File: src/hdl/lhcp_pkg.sv
// Shared constants and types of the host control port.
// Assumes a 250 MHz system clock and synchronous active-high reset.
package lhcp_pkg;
  // ==========================================================
  // Register map
  localparam logic [7:0] ADDR_GLOBAL_CONFIG  = 8'h02;
  localparam logic [7:0] ADDR_IRQ_MASK_LOW   = 8'h14;
  localparam logic [7:0] ADDR_IRQ_MASK_HIGH  = 8'h15;
  localparam logic [7:0] ADDR_IRQ_FLAGS_LOW  = 8'h19;
  localparam logic [7:0] ADDR_IRQ_FLAGS_HIGH = 8'h1a;
  localparam logic [7:0] RST_GLOBAL_CONFIG   = 8'h00;
  localparam logic [7:0] RST_IRQ_MASK        = 8'h00;
  // ==========================================================
  // Field positions inside global_config
  localparam int GC_IRQ_DRIVE_LSB = 0;
  localparam int GC_PATH_LSB      = 2;
  localparam int GC_LOOP_LSB      = 4;
  // ==========================================================
  // Interface style on the mode pins
  localparam logic [1:0] IF_HARDWARE = 2'h0;
  localparam logic [1:0] IF_SERIAL   = 2'h1;
  localparam logic [1:0] IF_M_STYLE  = 2'h2;
  localparam logic [1:0] IF_STROBE   = 2'h3;
  // Interrupt drive styles
  localparam logic [1:0] IRQ_PP_HIGH = 2'h0;
  localparam logic [1:0] IRQ_PP_LOW  = 2'h1;
  // ==========================================================
  // Timing: parallel access latency
  localparam int CLK_PERIOD_NS = 4;
  localparam int ACCESS_NS     = 40;
  localparam int ACCESS_CYC    = (ACCESS_NS + CLK_PERIOD_NS - 1) / CLK_PERIOD_NS;
  // ==========================================================
  // Path and loopback encodings
  typedef enum logic [1:0] {
    LHCP_PATH_SR_HDB3 = 2'h0,
    LHCP_PATH_SR_AMI  = 2'h1,
    LHCP_PATH_DR_CDR  = 2'h2,
    LHCP_PATH_SLICER  = 2'h3
  } lhcp_path_e;
  typedef enum logic [1:0] {
    LHCP_LOOP_NONE    = 2'h0,
    LHCP_LOOP_ANALOG  = 2'h1,
    LHCP_LOOP_DIGITAL = 2'h2,
    LHCP_LOOP_REMOTE  = 2'h3
  } lhcp_loop_e;
  // Register request from any access front end
  typedef struct packed {
    logic       wr;
    logic       rd;
    logic [7:0] addr;
    logic [7:0] wdata;
  } lhcp_req_s;
  // Decoded line path settings
  typedef struct packed {
    logic       single_rail;
    logic       ami;
    logic       cdr_en;
    lhcp_loop_e loop;
    logic       inband_ok;
  } lhcp_path_s;
endpackage : lhcp_pkg

File: src/hdl/lhcp_host_port.sv
// Host control port: serial and multiplexed parallel access, interrupt pin,
// hardware-mode pin decode. Assumes all pins are asynchronous to sys_clk_in.
`timescale 1ns/1ns
module lhcp_host_port
  import lhcp_pkg::*;
#(
  parameter int NUM_SRC = 16
) (
  input  wire logic               sys_clk_in,
  input  wire logic               rst_in,
  input  wire logic [1:0]         if_mode_in,
  input  wire logic               cs_n_in,
  input  wire logic               sclk_in,
  input  wire logic               shift_edge_sel_in,
  input  wire logic               serial_in,
  output logic                    serial_out_out,
  output logic                    serial_out_oe_out,
  input  wire logic [7:0]         ad_in,
  output logic      [7:0]         ad_out,
  output logic                    ad_oe_out,
  input  wire logic               rd_n_in,
  input  wire logic               wr_n_in,
  input  wire logic               ale_in,
  input  wire logic               m_style_data_strobe_n_in,
  input  wire logic               m_style_dir_in,
  input  wire logic               m_style_addr_strobe_in,
  output logic                    rdy_out,
  output logic                    ack_n_out,
  output logic                    irq_out,
  output logic                    irq_oe_out,
  input  wire logic [NUM_SRC-1:0] irq_src_in,
  input  wire logic [1:0]         path_mode_pins_in,
  input  wire logic [1:0]         loopback_sel_in,
  output lhcp_path_s              path_out
);
  logic [14:0]        pin_s;
  logic [7:0]         ad_s;
  logic [3:0]         hw_s;
  logic               cs_n_s, sclk_s, edge_s, sdi_s;
  logic               rd_n_s, wr_n_s, ale_s, ds_n_s, dir_s, as_s;
  logic               sclk_d_r, ale_d_r, as_d_r;
  logic               sel_active;
  logic               strobe_lo;
  logic               is_read;
  logic [7:0]         addr_r;
  logic [7:0]         rdata_r;
  logic               busy_r;
  logic               done_r;
  logic               rd_cyc_r;
  logic [7:0]         cnt_r;
  logic [7:0]         gcfg_r;
  logic [15:0]        mask_r;
  logic [15:0]        flags_r;
  logic [15:0]        flags_nxt;
  logic [15:0]        clr_rd;
  logic [7:0]         rdata;
  logic               pend;
  lhcp_req_s          ser_req;
  lhcp_req_s          par_req;
  lhcp_req_s          req;
  lhcp_path_s         path_nxt;

  // ==========================================================
  // Pin synchronisers
  lhcp_sync #(.W(15)) u_sync_ctl (
    .sys_clk_in (sys_clk_in),
    .rst_in     (rst_in),
    .d_in       ({cs_n_in, sclk_in, shift_edge_sel_in, serial_in, rd_n_in, wr_n_in,
                  ale_in, m_style_data_strobe_n_in, m_style_dir_in, m_style_addr_strobe_in,
                  path_mode_pins_in, loopback_sel_in, 1'b0}),
    .q_out      (pin_s)
  );
  lhcp_sync #(.W(8)) u_sync_ad (
    .sys_clk_in (sys_clk_in),
    .rst_in     (rst_in),
    .d_in       (ad_in),
    .q_out      (ad_s)
  );
  assign {cs_n_s, sclk_s, edge_s, sdi_s, rd_n_s, wr_n_s, ale_s, ds_n_s, dir_s, as_s} = pin_s[14:5];
  assign hw_s = pin_s[4:1];

  // Previous levels for edge detection on synchronised pins
  always_ff @(posedge sys_clk_in)
  begin
    if (rst_in)
    begin
      sclk_d_r <= 1'b0;
      ale_d_r  <= 1'b0;
      as_d_r   <= 1'b0;
    end
    else
    begin
      sclk_d_r <= sclk_s;
      ale_d_r  <= ale_s;
      as_d_r   <= as_s;
    end
  end

  // Select gates every access interface; high select leaves them idle, the interrupt pin still drives
  assign sel_active = !cs_n_s && (if_mode_in != IF_HARDWARE);

  // ==========================================================
  // Serial front end
  lhcp_serial u_serial (
    .sys_clk_in  (sys_clk_in),
    .rst_in      (rst_in),
    .active_in   (sel_active && if_mode_in == IF_SERIAL),
    .rise_in     (sclk_s && !sclk_d_r),
    .fall_in     (!sclk_s && sclk_d_r),
    .sdi_in      (sdi_s),
    .edge_sel_in (edge_s),
    .rdata_in    (rdata),
    .req_out     (ser_req),
    .sdo_out     (serial_out_out)
  );
  // Output drive only while selected in serial style
  assign serial_out_oe_out = sel_active && if_mode_in == IF_SERIAL;

  // ==========================================================
  // Parallel address capture on falling latch edges
  always_ff @(posedge sys_clk_in)
  begin
    if (rst_in)
      addr_r <= 8'h00;
    else if (sel_active && if_mode_in == IF_STROBE && ale_d_r && !ale_s)
      addr_r <= ad_s;
    else if (sel_active && if_mode_in == IF_M_STYLE && as_d_r && !as_s)
      addr_r <= ad_s;
  end

  // Strobe and direction per style
  always_comb
  begin
    strobe_lo = 1'b0;
    is_read   = 1'b0;
    if (if_mode_in == IF_STROBE)
    begin
      strobe_lo = !rd_n_s || !wr_n_s;
      is_read   = !rd_n_s;
    end
    else if (if_mode_in == IF_M_STYLE)
    begin
      strobe_lo = !ds_n_s;
      is_read   = dir_s;
    end
  end

  // ==========================================================
  // Parallel access sequencer: wait, act once, hold until strobe ends
  always_ff @(posedge sys_clk_in)
  begin
    if (rst_in || !(sel_active && strobe_lo))
    begin
      busy_r   <= 1'b0;
      done_r   <= 1'b0;
      rd_cyc_r <= 1'b0;
      cnt_r    <= 8'h00;
    end
    else if (!busy_r)
    begin
      busy_r   <= 1'b1;
      rd_cyc_r <= is_read;
      cnt_r    <= 8'(ACCESS_CYC - 1);
    end
    else if (!done_r)
    begin
      if (cnt_r == 8'h00)
        done_r <= 1'b1;
      else
        cnt_r <= cnt_r - 8'h01;
    end
  end

  // Request fires on the cycle the wait expires
  always_comb
  begin
    par_req       = '0;
    par_req.addr  = addr_r;
    par_req.wdata = ad_s;
    if (busy_r && !done_r && cnt_r == 8'h00)
    begin
      par_req.rd = rd_cyc_r;
      par_req.wr = !rd_cyc_r;
    end
  end
  assign req = (if_mode_in == IF_SERIAL) ? ser_req : par_req;

  // Read data held for the bus drive
  always_ff @(posedge sys_clk_in)
  begin
    if (rst_in)
      rdata_r <= 8'h00;
    else if (par_req.rd)
      rdata_r <= rdata;
  end
  assign ad_out    = rdata_r;
  // Bus driven only while the read strobe is still low
  assign ad_oe_out = busy_r && done_r && rd_cyc_r;
  // Ready low while the wait counts, high otherwise
  assign rdy_out   = !(if_mode_in == IF_STROBE && busy_r && !done_r);
  // Acknowledge low once the access has been performed
  assign ack_n_out = !(if_mode_in == IF_M_STYLE && busy_r && done_r);

  // ==========================================================
  // Register read mux; unmapped addresses read zero
  always_comb
  begin
    case (req.addr)
      ADDR_GLOBAL_CONFIG:  rdata = gcfg_r;
      ADDR_IRQ_MASK_LOW:   rdata = mask_r[7:0];
      ADDR_IRQ_MASK_HIGH:  rdata = mask_r[15:8];
      ADDR_IRQ_FLAGS_LOW:  rdata = flags_r[7:0];
      ADDR_IRQ_FLAGS_HIGH: rdata = flags_r[15:8];
      default:             rdata = 8'h00;
    endcase
  end

  // Writable registers
  always_ff @(posedge sys_clk_in)
  begin
    if (rst_in)
    begin
      gcfg_r <= RST_GLOBAL_CONFIG;
      mask_r <= {RST_IRQ_MASK, RST_IRQ_MASK};
    end
    else if (req.wr)
    begin
      if (req.addr == ADDR_GLOBAL_CONFIG)
        gcfg_r <= req.wdata;
      if (req.addr == ADDR_IRQ_MASK_LOW)
        mask_r[7:0] <= req.wdata;
      if (req.addr == ADDR_IRQ_MASK_HIGH)
        mask_r[15:8] <= req.wdata;
    end
  end

  // ==========================================================
  // Sticky flags, cleared by reading; a new event beats the clear
  always_comb
  begin
    clr_rd = 16'h0000;
    if (req.rd && req.addr == ADDR_IRQ_FLAGS_LOW)
      clr_rd[7:0] = 8'hff;
    if (req.rd && req.addr == ADDR_IRQ_FLAGS_HIGH)
      clr_rd[15:8] = 8'hff;
    flags_nxt = (flags_r & ~clr_rd) | 16'(irq_src_in);
  end
  always_ff @(posedge sys_clk_in)
  begin
    if (rst_in)
      flags_r <= 16'h0000;
    else
      flags_r <= flags_nxt;
  end

  // Mask bit high blocks its source; drops when nothing unmasked remains
  assign pend = |(flags_r & ~mask_r);

  // Interrupt pin drive style
  always_ff @(posedge sys_clk_in)
  begin
    if (rst_in || if_mode_in == IF_HARDWARE)
    begin
      irq_out    <= 1'b0;
      irq_oe_out <= 1'b0;
    end
    else
    begin
      case (gcfg_r[GC_IRQ_DRIVE_LSB +: 2])
        IRQ_PP_HIGH:
        begin
          irq_out    <= pend;
          irq_oe_out <= 1'b1;
        end
        IRQ_PP_LOW:
        begin
          irq_out    <= !pend;
          irq_oe_out <= 1'b1;
        end
        default:
        begin
          irq_out    <= 1'b0;
          irq_oe_out <= pend;
        end
      endcase
    end
  end

  // ==========================================================
  // Path and loopback decode from pins or from configuration
  always_comb
  begin
    lhcp_path_e pm;
    pm = lhcp_path_e'(hw_s[3:2]);
    path_nxt.loop      = lhcp_loop_e'(hw_s[1:0]);
    path_nxt.inband_ok = 1'b0;
    if (if_mode_in != IF_HARDWARE)
    begin
      pm                 = lhcp_path_e'(gcfg_r[GC_PATH_LSB +: 2]);
      path_nxt.loop      = lhcp_loop_e'(gcfg_r[GC_LOOP_LSB +: 2]);
      path_nxt.inband_ok = 1'b1;
    end
    case (pm)
      LHCP_PATH_SR_HDB3: {path_nxt.single_rail, path_nxt.ami, path_nxt.cdr_en} = 3'b101;
      LHCP_PATH_SR_AMI:  {path_nxt.single_rail, path_nxt.ami, path_nxt.cdr_en} = 3'b111;
      LHCP_PATH_DR_CDR:  {path_nxt.single_rail, path_nxt.ami, path_nxt.cdr_en} = 3'b001;
      default:           {path_nxt.single_rail, path_nxt.ami, path_nxt.cdr_en} = 3'b000;
    endcase
  end
  always_ff @(posedge sys_clk_in)
  begin
    if (rst_in)
      path_out <= '0;
    else
      path_out <= path_nxt;
  end
endmodule : lhcp_host_port

File: src/hdl/lhcp_sync.sv
// Two-stage synchroniser for a bus of independent levels.
// Assumes each bit is quasi-static or a slow level from a pin.
`timescale 1ns/1ns
module lhcp_sync #(
  parameter int W = 1
) (
  input  wire logic         sys_clk_in,
  input  wire logic         rst_in,
  input  wire logic [W-1:0] d_in,
  output logic      [W-1:0] q_out
);
  logic [W-1:0] meta_r;
  // ==========================================================
  // Meta stage feeds only the second stage; runs free so that reset
  // flushes real pin levels through, since a cleared stage would fake
  // active-low selects and strobes for two cycles after release
  always_ff @(posedge sys_clk_in)
  begin
    meta_r <= d_in;
    q_out  <= meta_r;
  end
endmodule : lhcp_sync

File: src/hdl/lhcp_serial.sv
// Serial front end: command byte (read flag, 7-bit address), then a data byte.
// Assumes synchronised shift clock edges as one-cycle pulses on sys_clk_in.
`timescale 1ns/1ns
module lhcp_serial
  import lhcp_pkg::*;
(
  input  wire logic      sys_clk_in,
  input  wire logic      rst_in,
  input  wire logic      active_in,
  input  wire logic      rise_in,
  input  wire logic      fall_in,
  input  wire logic      sdi_in,
  input  wire logic      edge_sel_in,
  input  wire logic [7:0] rdata_in,
  output lhcp_req_s      req_out,
  output logic           sdo_out
);
  logic [3:0] bit_cnt_r;
  logic [7:0] cmd_r;
  logic [6:0] data_r;
  logic [7:0] out_r;
  logic       first_r;
  logic       out_edge;
  // Output edge follows the edge select level
  assign out_edge = edge_sel_in ? fall_in : rise_in;
  assign sdo_out  = out_r[7];
  // ==========================================================
  // Input shifting on rising edges
  always_ff @(posedge sys_clk_in)
  begin
    if (rst_in || !active_in)
    begin
      bit_cnt_r <= 4'h0;
      cmd_r     <= 8'h00;
      data_r    <= 7'h00;
    end
    else if (rise_in)
    begin
      if (bit_cnt_r < 4'h8)
        cmd_r <= {cmd_r[6:0], sdi_in};
      else
        data_r <= {data_r[5:0], sdi_in};
      if (bit_cnt_r != 4'hf)
        bit_cnt_r <= bit_cnt_r + 4'h1;
      else
        bit_cnt_r <= 4'h0;
    end
  end
  // ==========================================================
  // Requests: read after the command, write after the data byte
  always_ff @(posedge sys_clk_in)
  begin
    if (rst_in)
      req_out <= '0;
    else
    begin
      req_out.rd    <= active_in && rise_in && bit_cnt_r == 4'h7 && cmd_r[6];
      req_out.wr    <= active_in && rise_in && bit_cnt_r == 4'hf && !cmd_r[7];
      req_out.wdata <= {data_r, sdi_in};
      if (active_in && rise_in && bit_cnt_r == 4'h7)
        req_out.addr <= {1'b0, cmd_r[5:0], sdi_in};
    end
  end
  // ==========================================================
  // Output shifter; rising mode presents bit 7 at the load itself
  always_ff @(posedge sys_clk_in)
  begin
    if (rst_in || !active_in)
    begin
      out_r   <= 8'h00;
      first_r <= 1'b0;
    end
    else if (req_out.rd)
    begin
      out_r   <= rdata_in;
      first_r <= edge_sel_in;
    end
    else if (out_edge)
    begin
      if (first_r)
        first_r <= 1'b0;
      else
        out_r <= {out_r[6:0], 1'b0};
    end
  end
endmodule : lhcp_serial

File: config.mk
export PLATFORM = sky130hd
export DESIGN_NAME = lhcp_host_port
export DESIGN_NICKNAME = d
export VERILOG_FILES = /design/src/hdl/lhcp_pkg.sv /design/src/hdl/lhcp_host_port.sv /design/src/hdl/lhcp_sync.sv /design/src/hdl/lhcp_serial.sv
export SDC_FILE = /design/constraint.sdc
export NUM_CORES = 1
export LEC_CHECK = 0
export BUFFER_PORTS_ARGS = -buffer_cell sky130_fd_sc_hd__buf_2
export CAP_MARGIN = 20
export CORE_UTILIZATION = 54
export DETAILED_ROUTE_END_ITERATION = 8
export GPL_TIMING_DRIVEN = 0
export PLACE_DENSITY = 0.74
export SKIP_CTS_REPAIR_TIMING = 1
export SLEW_MARGIN = 20
export SYNTH_ARGS = -nofsm -noshare
export SYNTH_HDL_FRONTEND = slang
export SYNTH_SLANG_ARGS = --single-unit
export TNS_END_PERCENT = 100
File: constraint.sdc
create_clock -name sys_clk_in -period 2.95 [get_ports sys_clk_in]
set_input_delay 0.59 -clock sys_clk_in [delete_from_list [all_inputs] [get_ports sys_clk_in]]
set_output_delay 0.59 -clock sys_clk_in [all_outputs]
set_load 0.1 [all_outputs]
==> results.sh <==
export IMPL_clockRootBuffer="clkbuf_8"
export IMPL_drt_initial_drc_count=375
export IMPL_min_period_ns=2.56
export IMPL_slew_limit_headroom_pct=41.3
export IMPL_syn_inst=604
export IMPL_mostFrequentLayoutCells="dfxtp_1, nor2_1, buf_2, a211oi_1, a21oi_1"
export IMPL_fin_util_pct=65.2
export IMPL_core_area_sq_um=10800
export IMPL_grt_pass1_wl_mm=22.1
export IMPL_start_kind="flop"
export IMPL_holdPathStages=1
export IMPL_synth_edf_count=0
export IMPL_wl_mm=13.9
export IMPL_ys_seq_elements=167
export IMPL_crit_arrival_ns=3.01
export IMPL_first_pass_iters=5
export IMPL_synth_ff_type="dfxtp_1"
export IMPL_worstSetupEndpointType="flop"
export IMPL_die_w_um=108
export IMPL_grt_max_degree=17
export IMPL_track_usage_pct=25.7
export IMPL_drive_above_1_share_pct=16.8
export IMPL_final_cells=836
export IMPL_syn_area_per_cell_sq_um=9.95
export IMPL_path_clk_slew_ns=0.06
export IMPL_yosysSeqAreaShare_pct=55.6
export IMPL_setup_violations=0
export IMPL_pre_cts_ws_ns=-0.0406
export IMPL_cts_sinks=167
export IMPL_viasPerCell=5.53
export IMPL_n_antenna_cell=0
export IMPL_max_vdd_ir_drop_mv=0.520
export IMPL_skew_ns=0.00741
export IMPL_dp_hpwl_mm=10.3
export IMPL_grt_pass1_vias=4377
export IMPL_dieArea_sq_um=11600
export IMPL_cts_tree="yes"
export IMPL_clkLatencyLatePin_ns=0.54
export IMPL_ys_types=60
export IMPL_fin_crit_sh_pct=86.7
export IMPL_fin_nets=728
export IMPL_drc=0
export IMPL_status="complete, no violations"
export IMPL_tightest_slew_ns=0.878
export IMPL_io_pins=63
export IMPL_ant_nets=0
export IMPL_syn_cell_area_sq_um=6010
export IMPL_antenna_found_initial=0
export IMPL_drv_cap=0
export IMPL_hold_violations=0
export IMPL_via_count=4627
export IMPL_crit_required_ns=3.40
export IMPL_path_class="flop to flop"
export IMPL_final_common_cell="dfxtp_1"
export IMPL_rows=38
export IMPL_initial_utilization_pct=55.5
export IMPL_dp_cells=805
export IMPL_setup_slack_ns=0.393
export IMPL_die_h_um=108
export IMPL_p_total_uw=4680
export IMPL_place_congestion=0.879
export IMPL_synth_nets=648
export IMPL_numPortBuffers=61
export IMPL_syn2layout_area_growth_pct=17.5
export IMPL_critPathMaxFanout=10
export IMPL_clock_path_buffers=2
export IMPL_powerDensity_nw_per_um2=662
export IMPL_rsz0062_at_grt="no"
export IMPL_leakagePower_uw=0.00269
export IMPL_h_tree_depth=4
export IMPL_wl_per_cell_um=16.6
export IMPL_maxSlewViolCount=0
export IMPL_fmax_ghz=0.391
export IMPL_cts_buffers_inserted=17
export IMPL_hold_class="primary input to flop"
export IMPL_synth_warnings=0
export IMPL_grt_ovfl_total=0
export IMPL_r2r_cells=8
export IMPL_synthArstFlopShare_pct=0
-- state kept, by name, summed over array words and instances (netlist names), 14 cells and up --
name               flops
flags_r               16
u_sync_ctl.q_out      14
mask_r                16
u_sync_ctl.meta_r     14
u_serial.req_out      17
-- per-stage QoR --
step / hold slack, ns / cell area, sq um / TNS [ns]
2_1_floorplan: 0.310 / 6010 / 0
3_3_place_gp: 0.311 / 6490 / -0.0118
3_5_place_dp: 0.312 / 6490 / -0.114
4_1_cts: 0.129 / 7060 / 0
5_1_grt: 0.127 / 7070 / 0
6_report: 0.148 / 7070 / 0
-- cell usage after synthesis, drive strengths merged (4+ instances only) --
| cell type | number | area share [%] |
|---|---|---|
| a22o | 6 | 0.87 |
| nand2 | 31 | 1.9 |
| dfxtp | 167 | 56 |
| mux2i | 35 | 5.8 |
| a222oi | 5 | 0.83 |
| clkbuf | 23 | 1.4 |
| buf | 11 | 1.6 |
| a21oi | 38 | 3.2 |
| a211oi | 47 | 6.0 |
| nor2 | 92 | 5.8 |
| nor3 | 5 | 0.42 |
| a21boi | 8 | 1.1 |
| inv | 26 | 1.6 |
| xor2 | 5 | 0.73 |
| o22ai | 4 | 0.42 |
| a221oi | 6 | 0.87 |
| nor2b | 25 | 2.6 |
| or3 | 4 | 0.42 |
| o21ai | 5 | 0.42 |
| nand3 | 8 | 0.67 |
| a32o | 4 | 0.67 |
-- power breakdown --
group	switching (uW)	internal (uW)	total [uW]
Sequential	33.9	2320	2350
Clock	866	1230	2090
Combinational	159	76.7	235
-- cell families (layout without fill, tap and decap cells) --
logic type / count (synthesis) / after routing / share of synthesized area [%]
AO/OA/AOI/OAI: 136 / 136 / 16.4
XOR/XNOR: 7 / 7 / 1.02
adder cells (fa/ha/maj): 2 / 2 / 0.416
buffers and inverters: 60 / 152 / 4.64
flip-flops: 167 / 167 / 55.6
multiplexers: 36 / 36 / 6.01
AND/OR/NAND/NOR: 196 / 196 / 15.9
-- path summary, 6_finish.rpt --
| path | startpoint | endpoint | slack [ns] |
|---|---|---|---|
| setup / recovery | cnt_r[4]$_SDFFE_PP0P_ | mask_r[15]$_SDFFE_PP0P_ | 0.39 |
| hold / removal | sclk_in | u_sync_ctl.meta_r[13]$_DFF_P_ | 0.15 |
| setup reg to reg | cnt_r[4]$_SDFFE_PP0P_ | mask_r[15]$_SDFFE_PP0P_ | 0.39 |
| hold reg to reg | u_sync_ctl.meta_r[5]$_DFF_P_ | u_sync_ctl.q_out[5]$_DFF_P_ | 0.33 |
-- critical path, stage by stage (launching register included) --
cell and delay, ns:
dfxtp_1 0.35, nor4_1 0.60, nand3_1 0.19, o41ai_1 0.52
and3_1 0.23, buf_4 0.14, buf_4 0.17, nor2_1 0.05
a211oi_1 0.21
-- area by class of cell --
cell class	count	area, sq um
clock buffers	20	435
well taps	140	175
plain buffers	34	181
multi-input cells	377	2400
clock inverters	11	125
flip-flops and latches	167	3340
fillers	905	3770
inverters	26	97.6
repair buffers	61	305
-- layer usage --
layer | GRT usage (%) | vias up | part of all wire, %
met5 | 0 | - | 0
li1 | - | 2288 | -
met3 | 5.93 | 42 | 5.0
met2 | 41.1 | 133 | 47
met1 | 31.6 | 2164 | 45
met4 | 15.0 | 0 | 3.7
Note: power is estimated with default switching activity, not from simulation.
